[config.mk]
export PLATFORM = sky130hd
export DESIGN_NAME = bank1_special_register_map
export DESIGN_NICKNAME = d
export VERILOG_FILES = /design/src/verilog/bank1_sfr_pkg.sv /design/src/verilog/bank1_special_register_map.sv /design/src/verilog/sfr_cell.sv /design/src/verilog/irq_flag_bank.sv
export VERILOG_INCLUDE_DIRS = /design/src /design/src/verilog
export SDC_FILE = /design/constraint.sdc
export NUM_CORES = 1
export LEC_CHECK = 0
export BUFFER_PORTS_ARGS = -buffer_cell sky130_fd_sc_hd__buf_4
export CAP_MARGIN = 15
export CORE_MARGIN = 2
export CORE_UTILIZATION = 58
export CTS_CLUSTER_SIZE = 8
export DETAILED_ROUTE_END_ITERATION = 6
export PLACE_DENSITY = 0.95
export SLEW_MARGIN = 20
export SYNTH_ARGS = -nofsm -noshare
export SYNTH_HDL_FRONTEND = slang
export SYNTH_HIERARCHICAL = 1
export SYNTH_SLANG_ARGS = --single-unit
[constraint.sdc]
create_clock -name clk_i -period 7.71 [get_ports clk_i]
set_input_delay 1.9275 -clock clk_i [delete_from_list [all_inputs] [get_ports clk_i]]
set_output_delay 1.9275 -clock clk_i [all_outputs]
set_load 0.005 [all_outputs]
[src/verilog/bank1_sfr_cfg.svh]
// Register indices, reset values and write masks of the bank 1 map
`ifndef BANK1_SFR_CFG_SVH
`define BANK1_SFR_CFG_SVH

// ==========================================================================
// Bank selection
`define BANK_ZERO 2'h0
`define BANK_ONE 2'h1
`define INDIRECT_OFFSET 7'h00

// ==========================================================================
// Register indices (byte address is four times the index)
`define IDX_INDIRECT 9'h080
`define IDX_OPTIONS 9'h081
`define IDX_PC_LOW 9'h082
`define IDX_STATUS 9'h083
`define IDX_POINTER 9'h084
`define IDX_DIR_A 9'h085
`define IDX_DIR_B 9'h086
`define IDX_DIR_C 9'h087
`define IDX_DIR_D 9'h088
`define IDX_DIR_E 9'h089
`define IDX_PC_LATCH 9'h08A
`define IDX_IRQ_CTRL 9'h08B
`define IDX_IRQ_EN1 9'h08C
`define IDX_IRQ_EN2 9'h08D
`define IDX_RESET_CAUSE 9'h08E
`define IDX_T2_PERIOD 9'h092
`define IDX_SSP_ADDR 9'h093
`define IDX_SSP_STATUS 9'h094
`define IDX_TX_CTRL 9'h098
`define IDX_BAUD 9'h099
`define IDX_ANALOG 9'h09F
`define IDX_PERIPH_FLAGS 9'h00C

// ==========================================================================
// Reset values
`define RST_OPTIONS 8'hFF
`define RST_ZERO 8'h00
`define RST_STATUS 8'h18
`define RST_DIR_A 8'h3F
`define RST_DIR_FULL 8'hFF
`define RST_DIR_E 8'h07
`define RST_T2_PERIOD 8'hFF

// ==========================================================================
// Writable bit masks; other bits read as zero or come from hardware
`define WM_ALL 8'hFF
`define WM_STATUS 8'hE7
`define WM_DIR_A 8'h3F
`define WM_DIR_E 8'h37
`define WM_PC_LATCH 8'h1F
`define WM_IRQ_CTRL 8'hF8
`define WM_IRQ_EN2 8'h01
`define WM_RESET_CAUSE 8'h03
`define WM_SSP_STATUS 8'hC0
`define WM_TX_CTRL 8'hF5
`define WM_ANALOG 8'h07
`define WM_PERIPH_FLAGS 8'hCF

// ==========================================================================
// Bit positions
`define BIT_TIMEOUT 4
`define BIT_POWER_DOWN 3
`define BIT_POWER_ON 1
`define BIT_BROWN_OUT 0
`define BIT_PARALLEL 7
`define BIT_OVERFLOW 5

`endif

[src/verilog/bank1_sfr_pkg.sv]
// Types shared by the bank 1 register map
package bank1_sfr_pkg;
	typedef enum {
		SEL_NONE, SEL_OPTIONS, SEL_PC_LOW, SEL_STATUS, SEL_POINTER,
		SEL_DIR_A, SEL_DIR_B, SEL_DIR_C, SEL_DIR_D, SEL_DIR_E,
		SEL_PC_LATCH, SEL_IRQ_CTRL, SEL_IRQ_EN1, SEL_IRQ_EN2,
		SEL_RESET_CAUSE, SEL_T2_PERIOD, SEL_SSP_ADDR, SEL_SSP_STATUS,
		SEL_TX_CTRL, SEL_BAUD, SEL_ANALOG, SEL_PERIPH_FLAGS
	} reg_sel_t;
	typedef enum {
		RST_NONE, RST_POWER, RST_OTHER
	} reset_kind_t;
endpackage

[src/verilog/bank1_special_register_map.sv]
// Bank 1 special register map with APB access and common locations
//
// Chosen here: the APB interface to the registers.
`timescale 1ns/1ns
`include "bank1_sfr_cfg.svh"

// Functional notes
// - Upper program counter byte has no address; only the latch is visible.
// - Latch bits go to program counter 12..8 only on a branch.
// - Indirect, pc low, status, pointer, latch, irq control in every bank.
// - Small-package variant omits port D/E registers; they read zero.
// - Unimplemented bank 1 locations read zero and ignore writes.
// - Unimplemented bits inside registers read zero.
// - Interrupt flags set on their event regardless of any enable.
// - Power-on and brown-out load port C direction with all ones.
// - Pin and watchdog resets are reset sources with own values.
// - One peripheral flag bit per peripheral interrupt source.
module bank1_special_register_map
	import bank1_sfr_pkg::*;
#(
	parameter bit SMALL_PACKAGE = 1'b0
) (
	input wire logic clk_i,
	input wire logic sys_rst_i,
	input wire logic brown_out_reset_i,
	input wire logic external_reset_pin_i,
	input wire logic watchdog_timeout_i,
	input wire logic branch_i,
	input wire logic psel_i,
	input wire logic penable_i,
	input wire logic pwrite_i,
	input wire logic [10:0] paddr_i,
	input wire logic [31:0] pwdata_i,
	input wire logic [3:0] pstrb_i,
	output logic [31:0] prdata_o,
	output logic pready_o,
	output logic pslverr_o,
	input wire logic [2:0] core_irq_evt_i,
	input wire logic [7:0] periph_irq_evt_i,
	input wire logic [1:0] parallel_buf_full_i,
	input wire logic parallel_overflow_i,
	input wire logic [5:0] ssp_state_i,
	input wire logic tx_shift_empty_i,
	output logic [4:0] pc_upper_o,
	output logic [7:0] program_counter_low_o,
	output logic [7:0] cpu_status_flags_o,
	output logic [7:0] timer0_and_pullup_options_o,
	output logic [7:0] port_a_direction_o,
	output logic [7:0] port_b_direction_o,
	output logic [7:0] port_c_direction_o,
	output logic [7:0] port_d_direction_o,
	output logic [7:0] port_e_direction_o,
	output logic [7:0] interrupt_control_o,
	output logic [7:0] peripheral_irq_enables_1_o,
	output logic [7:0] peripheral_irq_enables_2_o,
	output logic [7:0] peripheral_irq_flags_1_o,
	output logic [7:0] timer2_period_o,
	output logic [7:0] serial_port_slave_address_o,
	output logic [7:0] uart_transmit_control_o,
	output logic [7:0] baud_rate_divisor_o,
	output logic [7:0] analog_pin_config_o
);
	// ======================================================================
	// Reset classification
	reset_kind_t rst_kind;
	logic soft_rst;

	always_comb begin
		if (brown_out_reset_i) begin
			rst_kind = RST_POWER;
		end else if (external_reset_pin_i || watchdog_timeout_i) begin
			rst_kind = RST_OTHER;
		end else begin
			rst_kind = RST_NONE;
		end
	end
	assign soft_rst = (rst_kind != RST_NONE);

	// ======================================================================
	// Address decode
	logic [8:0] idx;
	logic [8:0] tgt;
	logic [8:0] common_idx;
	logic bank_ok;
	logic [7:0] pointer;
	logic [7:0] status;
	reg_sel_t sel;

	assign idx = paddr_i[10:2];

	// Indirect access swaps in the pointer and its own bank bit
	always_comb begin
		if (idx[6:0] == `INDIRECT_OFFSET) begin
			tgt = {status[7], pointer};
			bank_ok = 1'b1;
		end else begin
			tgt = idx;
			bank_ok = (idx[8:7] == status[6:5]);
		end
	end
	assign common_idx = {`BANK_ONE, tgt[6:0]};

	always_comb begin
		sel = SEL_NONE;
		case (common_idx)
			`IDX_PC_LOW: begin
				sel = SEL_PC_LOW;
			end
			`IDX_STATUS: begin
				sel = SEL_STATUS;
			end
			`IDX_POINTER: begin
				sel = SEL_POINTER;
			end
			`IDX_PC_LATCH: begin
				sel = SEL_PC_LATCH;
			end
			`IDX_IRQ_CTRL: begin
				sel = SEL_IRQ_CTRL;
			end
			default: begin
				// Indirect location is not physical; it stays SEL_NONE
				if (bank_ok && tgt == `IDX_PERIPH_FLAGS) begin
					sel = SEL_PERIPH_FLAGS;
				end else if (bank_ok && tgt[8:7] == `BANK_ONE) begin
					case (tgt)
						`IDX_OPTIONS: sel = SEL_OPTIONS;
						`IDX_DIR_A: sel = SEL_DIR_A;
						`IDX_DIR_B: sel = SEL_DIR_B;
						`IDX_DIR_C: sel = SEL_DIR_C;
						`IDX_DIR_D: sel = SMALL_PACKAGE ? SEL_NONE : SEL_DIR_D;
						`IDX_DIR_E: sel = SMALL_PACKAGE ? SEL_NONE : SEL_DIR_E;
						`IDX_IRQ_EN1: sel = SEL_IRQ_EN1;
						`IDX_IRQ_EN2: sel = SEL_IRQ_EN2;
						`IDX_RESET_CAUSE: sel = SEL_RESET_CAUSE;
						`IDX_T2_PERIOD: sel = SEL_T2_PERIOD;
						`IDX_SSP_ADDR: sel = SEL_SSP_ADDR;
						`IDX_SSP_STATUS: sel = SEL_SSP_STATUS;
						`IDX_TX_CTRL: sel = SEL_TX_CTRL;
						`IDX_BAUD: sel = SEL_BAUD;
						`IDX_ANALOG: sel = SEL_ANALOG;
						default: sel = SEL_NONE;
					endcase
				end
			end
		endcase
	end

	// ======================================================================
	// APB handshake: no wait states, write lands at the completing edge
	logic wr;
	logic [7:0] wdata;

	assign wr = psel_i && penable_i && pready_o && pwrite_i && pstrb_i[0];
	assign wdata = pwdata_i[7:0];

	always_ff @(posedge clk_i or posedge sys_rst_i) begin
		if (sys_rst_i) begin
			pready_o <= 1'b0;
		end else begin
			pready_o <= psel_i && !penable_i;
		end
	end

	always_ff @(posedge clk_i or posedge sys_rst_i) begin
		if (sys_rst_i) begin
			pslverr_o <= 1'b0;
		end else begin
			pslverr_o <= 1'b0;
		end
	end

	// ======================================================================
	// Plain registers
	logic [7:0] options;
	logic [7:0] pc_low;
	logic [7:0] dir_a;
	logic [7:0] dir_b;
	logic [7:0] dir_c;
	logic [7:0] dir_d;
	logic [7:0] dir_e_ctl;
	logic [7:0] pc_latch;
	logic [7:0] irq_en1;
	logic [7:0] irq_en2;
	logic [7:0] t2_period;
	logic [7:0] ssp_addr;
	logic [7:0] ssp_ctl;
	logic [7:0] tx_ctl;
	logic [7:0] baud;
	logic [7:0] analog;

	sfr_cell #(.RST_VAL(`RST_OPTIONS), .WR_MASK(`WM_ALL)) u_options (
		.clk_i(clk_i), .sys_rst_i(sys_rst_i), .soft_rst_i(soft_rst),
		.we_i(wr && sel == SEL_OPTIONS), .wdata_i(wdata), .q_o(options));
	sfr_cell #(.RST_VAL(`RST_ZERO), .WR_MASK(`WM_ALL)) u_pc_low (
		.clk_i(clk_i), .sys_rst_i(sys_rst_i), .soft_rst_i(soft_rst),
		.we_i(wr && sel == SEL_PC_LOW), .wdata_i(wdata), .q_o(pc_low));
	sfr_cell #(.RST_VAL(`RST_DIR_A), .WR_MASK(`WM_DIR_A)) u_dir_a (
		.clk_i(clk_i), .sys_rst_i(sys_rst_i), .soft_rst_i(soft_rst),
		.we_i(wr && sel == SEL_DIR_A), .wdata_i(wdata), .q_o(dir_a));
	sfr_cell #(.RST_VAL(`RST_DIR_FULL), .WR_MASK(`WM_ALL)) u_dir_b (
		.clk_i(clk_i), .sys_rst_i(sys_rst_i), .soft_rst_i(soft_rst),
		.we_i(wr && sel == SEL_DIR_B), .wdata_i(wdata), .q_o(dir_b));
	// All inputs after power-on or brown-out
	sfr_cell #(.RST_VAL(`RST_DIR_FULL), .WR_MASK(`WM_ALL)) u_dir_c (
		.clk_i(clk_i), .sys_rst_i(sys_rst_i), .soft_rst_i(soft_rst),
		.we_i(wr && sel == SEL_DIR_C), .wdata_i(wdata), .q_o(dir_c));
	sfr_cell #(.RST_VAL(`RST_DIR_FULL), .WR_MASK(`WM_ALL)) u_dir_d (
		.clk_i(clk_i), .sys_rst_i(sys_rst_i), .soft_rst_i(soft_rst),
		.we_i(wr && sel == SEL_DIR_D), .wdata_i(wdata), .q_o(dir_d));
	sfr_cell #(.RST_VAL(`RST_DIR_E), .WR_MASK(`WM_DIR_E)) u_dir_e (
		.clk_i(clk_i), .sys_rst_i(sys_rst_i), .soft_rst_i(soft_rst),
		.we_i(wr && sel == SEL_DIR_E), .wdata_i(wdata), .q_o(dir_e_ctl));
	sfr_cell #(.RST_VAL(`RST_ZERO), .WR_MASK(`WM_PC_LATCH)) u_pc_latch (
		.clk_i(clk_i), .sys_rst_i(sys_rst_i), .soft_rst_i(soft_rst),
		.we_i(wr && sel == SEL_PC_LATCH), .wdata_i(wdata), .q_o(pc_latch));
	sfr_cell #(.RST_VAL(`RST_ZERO), .WR_MASK(`WM_ALL)) u_irq_en1 (
		.clk_i(clk_i), .sys_rst_i(sys_rst_i), .soft_rst_i(soft_rst),
		.we_i(wr && sel == SEL_IRQ_EN1), .wdata_i(wdata), .q_o(irq_en1));
	sfr_cell #(.RST_VAL(`RST_ZERO), .WR_MASK(`WM_IRQ_EN2)) u_irq_en2 (
		.clk_i(clk_i), .sys_rst_i(sys_rst_i), .soft_rst_i(soft_rst),
		.we_i(wr && sel == SEL_IRQ_EN2), .wdata_i(wdata), .q_o(irq_en2));
	sfr_cell #(.RST_VAL(`RST_T2_PERIOD), .WR_MASK(`WM_ALL)) u_t2_period (
		.clk_i(clk_i), .sys_rst_i(sys_rst_i), .soft_rst_i(soft_rst),
		.we_i(wr && sel == SEL_T2_PERIOD), .wdata_i(wdata), .q_o(t2_period));
	sfr_cell #(.RST_VAL(`RST_ZERO), .WR_MASK(`WM_ALL)) u_ssp_addr (
		.clk_i(clk_i), .sys_rst_i(sys_rst_i), .soft_rst_i(soft_rst),
		.we_i(wr && sel == SEL_SSP_ADDR), .wdata_i(wdata), .q_o(ssp_addr));
	sfr_cell #(.RST_VAL(`RST_ZERO), .WR_MASK(`WM_SSP_STATUS)) u_ssp_ctl (
		.clk_i(clk_i), .sys_rst_i(sys_rst_i), .soft_rst_i(soft_rst),
		.we_i(wr && sel == SEL_SSP_STATUS), .wdata_i(wdata), .q_o(ssp_ctl));
	sfr_cell #(.RST_VAL(`RST_ZERO), .WR_MASK(`WM_TX_CTRL)) u_tx_ctl (
		.clk_i(clk_i), .sys_rst_i(sys_rst_i), .soft_rst_i(soft_rst),
		.we_i(wr && sel == SEL_TX_CTRL), .wdata_i(wdata), .q_o(tx_ctl));
	sfr_cell #(.RST_VAL(`RST_ZERO), .WR_MASK(`WM_ALL)) u_baud (
		.clk_i(clk_i), .sys_rst_i(sys_rst_i), .soft_rst_i(soft_rst),
		.we_i(wr && sel == SEL_BAUD), .wdata_i(wdata), .q_o(baud));
	sfr_cell #(.RST_VAL(`RST_ZERO), .WR_MASK(`WM_ANALOG)) u_analog (
		.clk_i(clk_i), .sys_rst_i(sys_rst_i), .soft_rst_i(soft_rst),
		.we_i(wr && sel == SEL_ANALOG), .wdata_i(wdata), .q_o(analog));

	// ======================================================================
	// Event flags
	logic [7:0] irq_ctl;
	logic [2:0] core_flags;
	logic [7:0] periph_flags;
	logic [7:0] periph_set;
	logic overflow_flag;

	always_ff @(posedge clk_i or posedge sys_rst_i) begin
		if (sys_rst_i) begin
			irq_ctl <= `RST_ZERO;
		end else if (soft_rst) begin
			irq_ctl <= `RST_ZERO;
		end else if (wr && sel == SEL_IRQ_CTRL) begin
			irq_ctl <= wdata & `WM_IRQ_CTRL;
		end
	end

	irq_flag_bank #(.WIDTH(3), .WR_MASK(3'h7)) u_core_flags (
		.clk_i(clk_i), .sys_rst_i(sys_rst_i), .soft_rst_i(soft_rst),
		.we_i(wr && sel == SEL_IRQ_CTRL), .wdata_i(wdata[2:0]),
		.set_i(core_irq_evt_i), .q_o(core_flags));

	// Parallel-port source does not exist on the small package
	always_comb begin
		periph_set = periph_irq_evt_i;
		if (SMALL_PACKAGE) begin
			periph_set[`BIT_PARALLEL] = 1'b0;
		end
	end

	irq_flag_bank #(.WIDTH(8), .WR_MASK(`WM_PERIPH_FLAGS)) u_periph_flags (
		.clk_i(clk_i), .sys_rst_i(sys_rst_i), .soft_rst_i(soft_rst),
		.we_i(wr && sel == SEL_PERIPH_FLAGS), .wdata_i(wdata),
		.set_i(periph_set), .q_o(periph_flags));

	irq_flag_bank #(.WIDTH(1), .WR_MASK(1'b1)) u_overflow (
		.clk_i(clk_i), .sys_rst_i(sys_rst_i), .soft_rst_i(soft_rst),
		.we_i(wr && sel == SEL_DIR_E), .wdata_i(wdata[`BIT_OVERFLOW]),
		.set_i(parallel_overflow_i), .q_o(overflow_flag));

	// ======================================================================
	// Status, pointer and reset cause
	logic [7:0] reset_cause;

	always_ff @(posedge clk_i or posedge sys_rst_i) begin
		if (sys_rst_i) begin
			status <= `RST_STATUS;
		end else begin
			case (rst_kind)
				RST_POWER: begin
					status <= `RST_STATUS;
				end
				RST_OTHER: begin
					// Arithmetic flags survive a pin or watchdog reset
					status[7:5] <= 3'h0;
					status[`BIT_TIMEOUT] <= !watchdog_timeout_i;
				end
				default: begin
					if (wr && sel == SEL_STATUS) begin
						status <= (wdata & `WM_STATUS)
							| (status & ~`WM_STATUS);
					end
				end
			endcase
		end
	end

	// Pointer is left alone by pin and watchdog resets
	always_ff @(posedge clk_i or posedge sys_rst_i) begin
		if (sys_rst_i) begin
			pointer <= `RST_ZERO;
		end else if (rst_kind == RST_POWER) begin
			pointer <= `RST_ZERO;
		end else if (wr && sel == SEL_POINTER) begin
			pointer <= wdata;
		end
	end

	// Cause bits read zero after the matching reset until software sets them
	always_ff @(posedge clk_i or posedge sys_rst_i) begin
		if (sys_rst_i) begin
			reset_cause <= `RST_ZERO;
		end else if (rst_kind == RST_POWER) begin
			reset_cause[`BIT_BROWN_OUT] <= 1'b0;
		end else if (wr && sel == SEL_RESET_CAUSE) begin
			reset_cause <= wdata & `WM_RESET_CAUSE;
		end
	end

	// ======================================================================
	// Program counter upper bits: only loaded on a branch
	always_ff @(posedge clk_i or posedge sys_rst_i) begin
		if (sys_rst_i) begin
			pc_upper_o <= 5'h00;
		end else if (soft_rst) begin
			pc_upper_o <= 5'h00;
		end else if (branch_i) begin
			pc_upper_o <= pc_latch[4:0];
		end
	end

	// ======================================================================
	// Read data, captured in the setup phase
	logic [7:0] rd;
	logic [7:0] dir_e_view;

	assign dir_e_view = dir_e_ctl | {parallel_buf_full_i, overflow_flag,
		5'h00};

	always_comb begin
		case (sel)
			SEL_OPTIONS: rd = options;
			SEL_PC_LOW: rd = pc_low;
			SEL_STATUS: rd = status;
			SEL_POINTER: rd = pointer;
			SEL_DIR_A: rd = dir_a;
			SEL_DIR_B: rd = dir_b;
			SEL_DIR_C: rd = dir_c;
			SEL_DIR_D: rd = dir_d;
			SEL_DIR_E: rd = dir_e_view;
			SEL_PC_LATCH: rd = pc_latch;
			SEL_IRQ_CTRL: rd = {irq_ctl[7:3], core_flags};
			SEL_IRQ_EN1: rd = irq_en1;
			SEL_IRQ_EN2: rd = irq_en2;
			SEL_RESET_CAUSE: rd = reset_cause;
			SEL_T2_PERIOD: rd = t2_period;
			SEL_SSP_ADDR: rd = ssp_addr;
			SEL_SSP_STATUS: rd = ssp_ctl | {2'h0, ssp_state_i};
			SEL_TX_CTRL: rd = tx_ctl | {6'h00, tx_shift_empty_i, 1'b0};
			SEL_BAUD: rd = baud;
			SEL_ANALOG: rd = analog;
			SEL_PERIPH_FLAGS: rd = periph_flags;
			default: rd = 8'h00;
		endcase
	end

	always_ff @(posedge clk_i or posedge sys_rst_i) begin
		if (sys_rst_i) begin
			prdata_o <= 32'h00000000;
		end else if (psel_i && !penable_i) begin
			prdata_o <= {24'h000000, rd};
		end
	end

	// ======================================================================
	// Register outputs
	assign program_counter_low_o = pc_low;
	assign cpu_status_flags_o = status;
	assign timer0_and_pullup_options_o = options;
	assign port_a_direction_o = dir_a;
	assign port_b_direction_o = dir_b;
	assign port_c_direction_o = dir_c;
	assign port_d_direction_o = dir_d;
	assign port_e_direction_o = dir_e_ctl;
	assign interrupt_control_o = {irq_ctl[7:3], core_flags};
	assign peripheral_irq_enables_1_o = irq_en1;
	assign peripheral_irq_enables_2_o = irq_en2;
	assign peripheral_irq_flags_1_o = periph_flags;
	assign timer2_period_o = t2_period;
	assign serial_port_slave_address_o = ssp_addr;
	assign uart_transmit_control_o = tx_ctl;
	assign baud_rate_divisor_o = baud;
	assign analog_pin_config_o = analog;
endmodule

[src/verilog/sfr_cell.sv]
// One plain read/write special register with masked bits
`timescale 1ns/1ns
module sfr_cell #(
	parameter logic [7:0] RST_VAL = 8'h00,
	parameter logic [7:0] WR_MASK = 8'hFF
) (
	input wire logic clk_i,
	input wire logic sys_rst_i,
	input wire logic soft_rst_i,
	input wire logic we_i,
	input wire logic [7:0] wdata_i,
	output logic [7:0] q_o
);
	always_ff @(posedge clk_i or posedge sys_rst_i) begin
		if (sys_rst_i) begin
			q_o <= RST_VAL;
		end else if (soft_rst_i) begin
			q_o <= RST_VAL;
		end else if (we_i) begin
			q_o <= wdata_i & WR_MASK;
		end
	end
endmodule

[src/verilog/irq_flag_bank.sv]
// Sticky event flags; a hardware set wins over a software write
`timescale 1ns/1ns
module irq_flag_bank #(
	parameter int WIDTH = 8,
	parameter logic [WIDTH-1:0] WR_MASK = '1
) (
	input wire logic clk_i,
	input wire logic sys_rst_i,
	input wire logic soft_rst_i,
	input wire logic we_i,
	input wire logic [WIDTH-1:0] wdata_i,
	input wire logic [WIDTH-1:0] set_i,
	output logic [WIDTH-1:0] q_o
);
	logic [WIDTH-1:0] next_q;

	always_comb begin
		next_q = q_o;
		if (we_i) begin
			next_q = (wdata_i & WR_MASK) | (q_o & ~WR_MASK);
		end
		next_q = next_q | set_i;
	end

	always_ff @(posedge clk_i or posedge sys_rst_i) begin
		if (sys_rst_i) begin
			q_o <= '0;
		end else if (soft_rst_i) begin
			q_o <= '0;
		end else begin
			q_o <= next_q;
		end
	end
endmodule

==> results list <==
- Setup repair after global routing left no endpoint under its margin.
- At the pin with the least slew margin, the transition time is ~1100 ps.
- Number of global-route vias before repair: between 8000 and 9000
- Result of the run: complete, but fails checks
- Leakage power: approximately 0.0046 uW
- After detailed routing, the total wire length is about 32000 um.
* Worst hold path class: flip-flop to flip-flop
- The worst hold path passes through 2 cells.
* Placement Rows: between 40 and 50
- The worst path meets setup with 1870 ps of slack.
- The critical path goes through buf_4, nor4_4, a41oi_1, nor3_1, a221oi_2, o21ai_1, and3_1, inv_1, nor2_1, nor2b_1, a211o_2.
- Class of the most critical setup path: input pin to flip-flop
- Post-CTS timing repair inserted 0 buffers for setup.
* Final layout net count: roughly 1200
- STA classifies the critical path endpoint as a flip-flop.
* Per-cell routed wire length: roughly 24 um
* Maximum vdd drop: between 0.15 and 0.2 mV
- The floorplan step set the die width to about 130 um.
- In this run, synthesis inferred 0 flip-flops with an integrated enable.
- The die covers between 15000 and 20000 um2.
* Maximum fanout count along the critical path: 16
- Setup violations remaining at the end of the flow were counted as 0.
* Cells taking the most area after synthesis: dfrtp_1 26%, dfstp_2 14%, mux2i_1 11%, nor2_1 4.6%, buf_4 4.4%
* Setup tns final: 0 ps
- TritonCTS built the clock tree.
- First-pass GRT wire length: approximately 48000 um
* Fraction of post-synthesis cell area in the top cell type by area: 0.263
* Core Footprint: roughly 16000 um2
- Hold timing on the final database bottoms out at a slack of 530 ps.
* Initial standard-cell utilization of the core: 0.591
* Async set-reset flop share out of synthesis: 1.00
* #FFs+latches synth: roughly 150
- Number of antenna violations at the first check in global routing: 0
- The layout has roughly 1200 filler cells.
- Clk Tree Root Cell: clkbuf_16
- Fraction of the yosys area taken by sequential cells: 0.407
- In this run the tightest slew margin relative to its limit is 0.282.
- Largest stage delay on the critical path: ~800 ps
* Share of the clock period used by the worst path after layout: 0.757
* Final antenna diode count: 0
* Via/cell ratio: 6.69
- Final Max Tran Viols: 0
* Count of H-tree levels built during CTS: 4
* Port-buffer cells: 178
- Routability cong.: ~0.95
- Maximum clock frequency: approximately 170 MHz
* Maximum number of pins on one net before global-route repair: between 90 and 100
- Pre-CTS WS: ~1600 ps
* GRT Util Overall: 0.375
* Clk sinks: between 100 and 150
* Final non-filler cell total: between 1000 and 1500
* Final core area utilization: 0.703
- After clock tree synthesis, the repair step resized 0 gates.
- TritonCTS created 17 clock buffers.
- Dividing total power by cell area gives a power density of about 160 nW/um2.
* Failing checks: design-rule violations
* Synthesis-to-finish area growth: 19.1%
- For this design, the CTS-stage hold fixing added 0 buffers.
- Cell type contributing the most total cell area after synthesis: dfrtp_1
- Arrival @ worst endpoint: approximately 6200 ps
- Cell count of the worst reg-to-reg path: 11
* Vertical die dimension: approximately 130 um
* Synthesis Warnings: 6
- The tool flagged a number of max-cap violations equal to 0.
- The later pin in the worst-skew pair is clocked with a latency of approximately 450 ps.
- The hold violation count in the final report was 0.
- The commonest cells after synthesis are 113 x nor2_1, 100 x mux2i_1, 98 x dfrtp_1.
- Critical Path RT: roughly 8100 ps
- The wire-length estimate of the detail-placed layout is 22100 um.
- The clock arrives with about 11 ps of skew.
- Cell count after synthesis: 959
- In the final layout, the share of cells above drive strength 1 is 0.323.
* Type of element launching the critical path: input pin
- Synth Cell Area: just over 9000 um2
* Master of the slowest instance on the critical path: o21ai_1
- # placed instances: between 1000 and 1500
- Most used standard cell by instance count after synthesis: nor2_1
* Number of detailed-routing iterations run before antenna repair: 7
- For this run, the leading register cell type out of synthesis is dfrtp_1.
- 1st-iter DRT viols: 1708
* Unique masters post-synth: 84
- For this run, design rule violations remaining after detail routing come to 1.
- Clk pin slew, worst setup/hold paths: approximately 70 ps
- Detail Route Antenna Nets: 0
* Number of placed I/O pins: roughly 250
- Syn Area/Cell: between 9 and 10 um2
- Worst-case clock buffer depth: 2
* Aggregate global routing overflow: 0
* Shortest clock period the worst path allows after layout: approximately 5800 ps
- Overall via count from detail_route: 8909
==> cell families after synthesis <==
logic type / synth area share
other: 0.00322
buffers and inverters: 0.101
and+or+nand+nor: 0.180
xor gates and xnor gates: 0.00188
muxes: 0.116
DFF: 0.407
AOI/OAI and AO/OA: 0.190
==> layout by cell type, fill, tap and decap left out, types with 16 or more instances in the layout <==
| cell type | netlist | layout |
|---|---|---|
| nor2b_1 | 48 | 48 |
| nor3_1 | 27 | 27 |
| inv_1 | 42 | 42 |
| nor2_1 | 113 | 113 |
| a211o_1 | 19 | 19 |
| buf_4 | 54 | 197 |
| nand3_1 | 17 | 16 |
| dfrtp_1 | 98 | 98 |
| a22oi_1 | 17 | 17 |
| conb_1 | 8 | 53 |
| dfstp_2 | 51 | 51 |
| a211o_2 | 32 | 32 |
| mux2i_1 | 100 | 100 |
| clkbuf_16 | 0 | 17 |
| nand2_1 | 46 | 46 |
| a21oi_1 | 33 | 33 |
==> power breakdown <==
group,switching (uW),internal [uW]
Clock,356,522
Sequential,2.04,786
Combinational,93.8,36.1
Total,452,1340
==> path summary, 6_finish.rpt <==
path                                         end           start  slack, ps
max reg2reg                   u_t2_period/q_o[3]      pointer[1]       3020
min                               reset_cause[0]  reset_cause[0]        530
min in group asynchronous         u_overflow/q_o       sys_rst_i       1470
min reg2reg                       reset_cause[0]  reset_cause[0]        530
max                           u_t2_period/q_o[3]      paddr_i[2]       1870
max in group asynchronous  cpu_status_flags_o[4]       sys_rst_i       5410
==> worst max-delay path: cells and delay by family <==
| kind | cells | cell delay [ps] |
|---|---|---|
| AND/OR/NAND/NOR | 5 | 2400 |
| AO/OA/AOI/OAI | 4 | 1640 |
| buffers and inverters | 2 | 240 |
==> per-stage QoR <==
stage	cell area [um2]	total power (uW)
5_1_grt	11100	1840
3_5_place_dp	10500	923
4_1_cts	11100	1780
2_1_floorplan	9480	884
6_report	11100	1800
3_3_place_gp	10500	922
==> routing by layer <==
metal / vias to the layer above / GRT usage / part of all wire
met5: - / 0 / 0
met4: 0 / 0.207 / 0.061
met3: 184 / 0.0961 / 0.13
met2: 782 / 0.575 / 0.46
met1: 4283 / 0.488 / 0.36
li1: 3660 / - / -
==> layout make-up <==
cell class | count | area (um2) | area share
clock buffers | 19 | 443 | 0.0400
flip-flops and latches | 149 | 3790 | 0.342
well taps | 216 | 270 | 0.0244
multi-input cells | 695 | 4770 | 0.430
repair buffers | 197 | 1480 | 0.133
inverters | 43 | 161 | 0.0146
clock inverters | 13 | 174 | 0.0157
No activity file was read; power rests on OpenSTA's default activity.
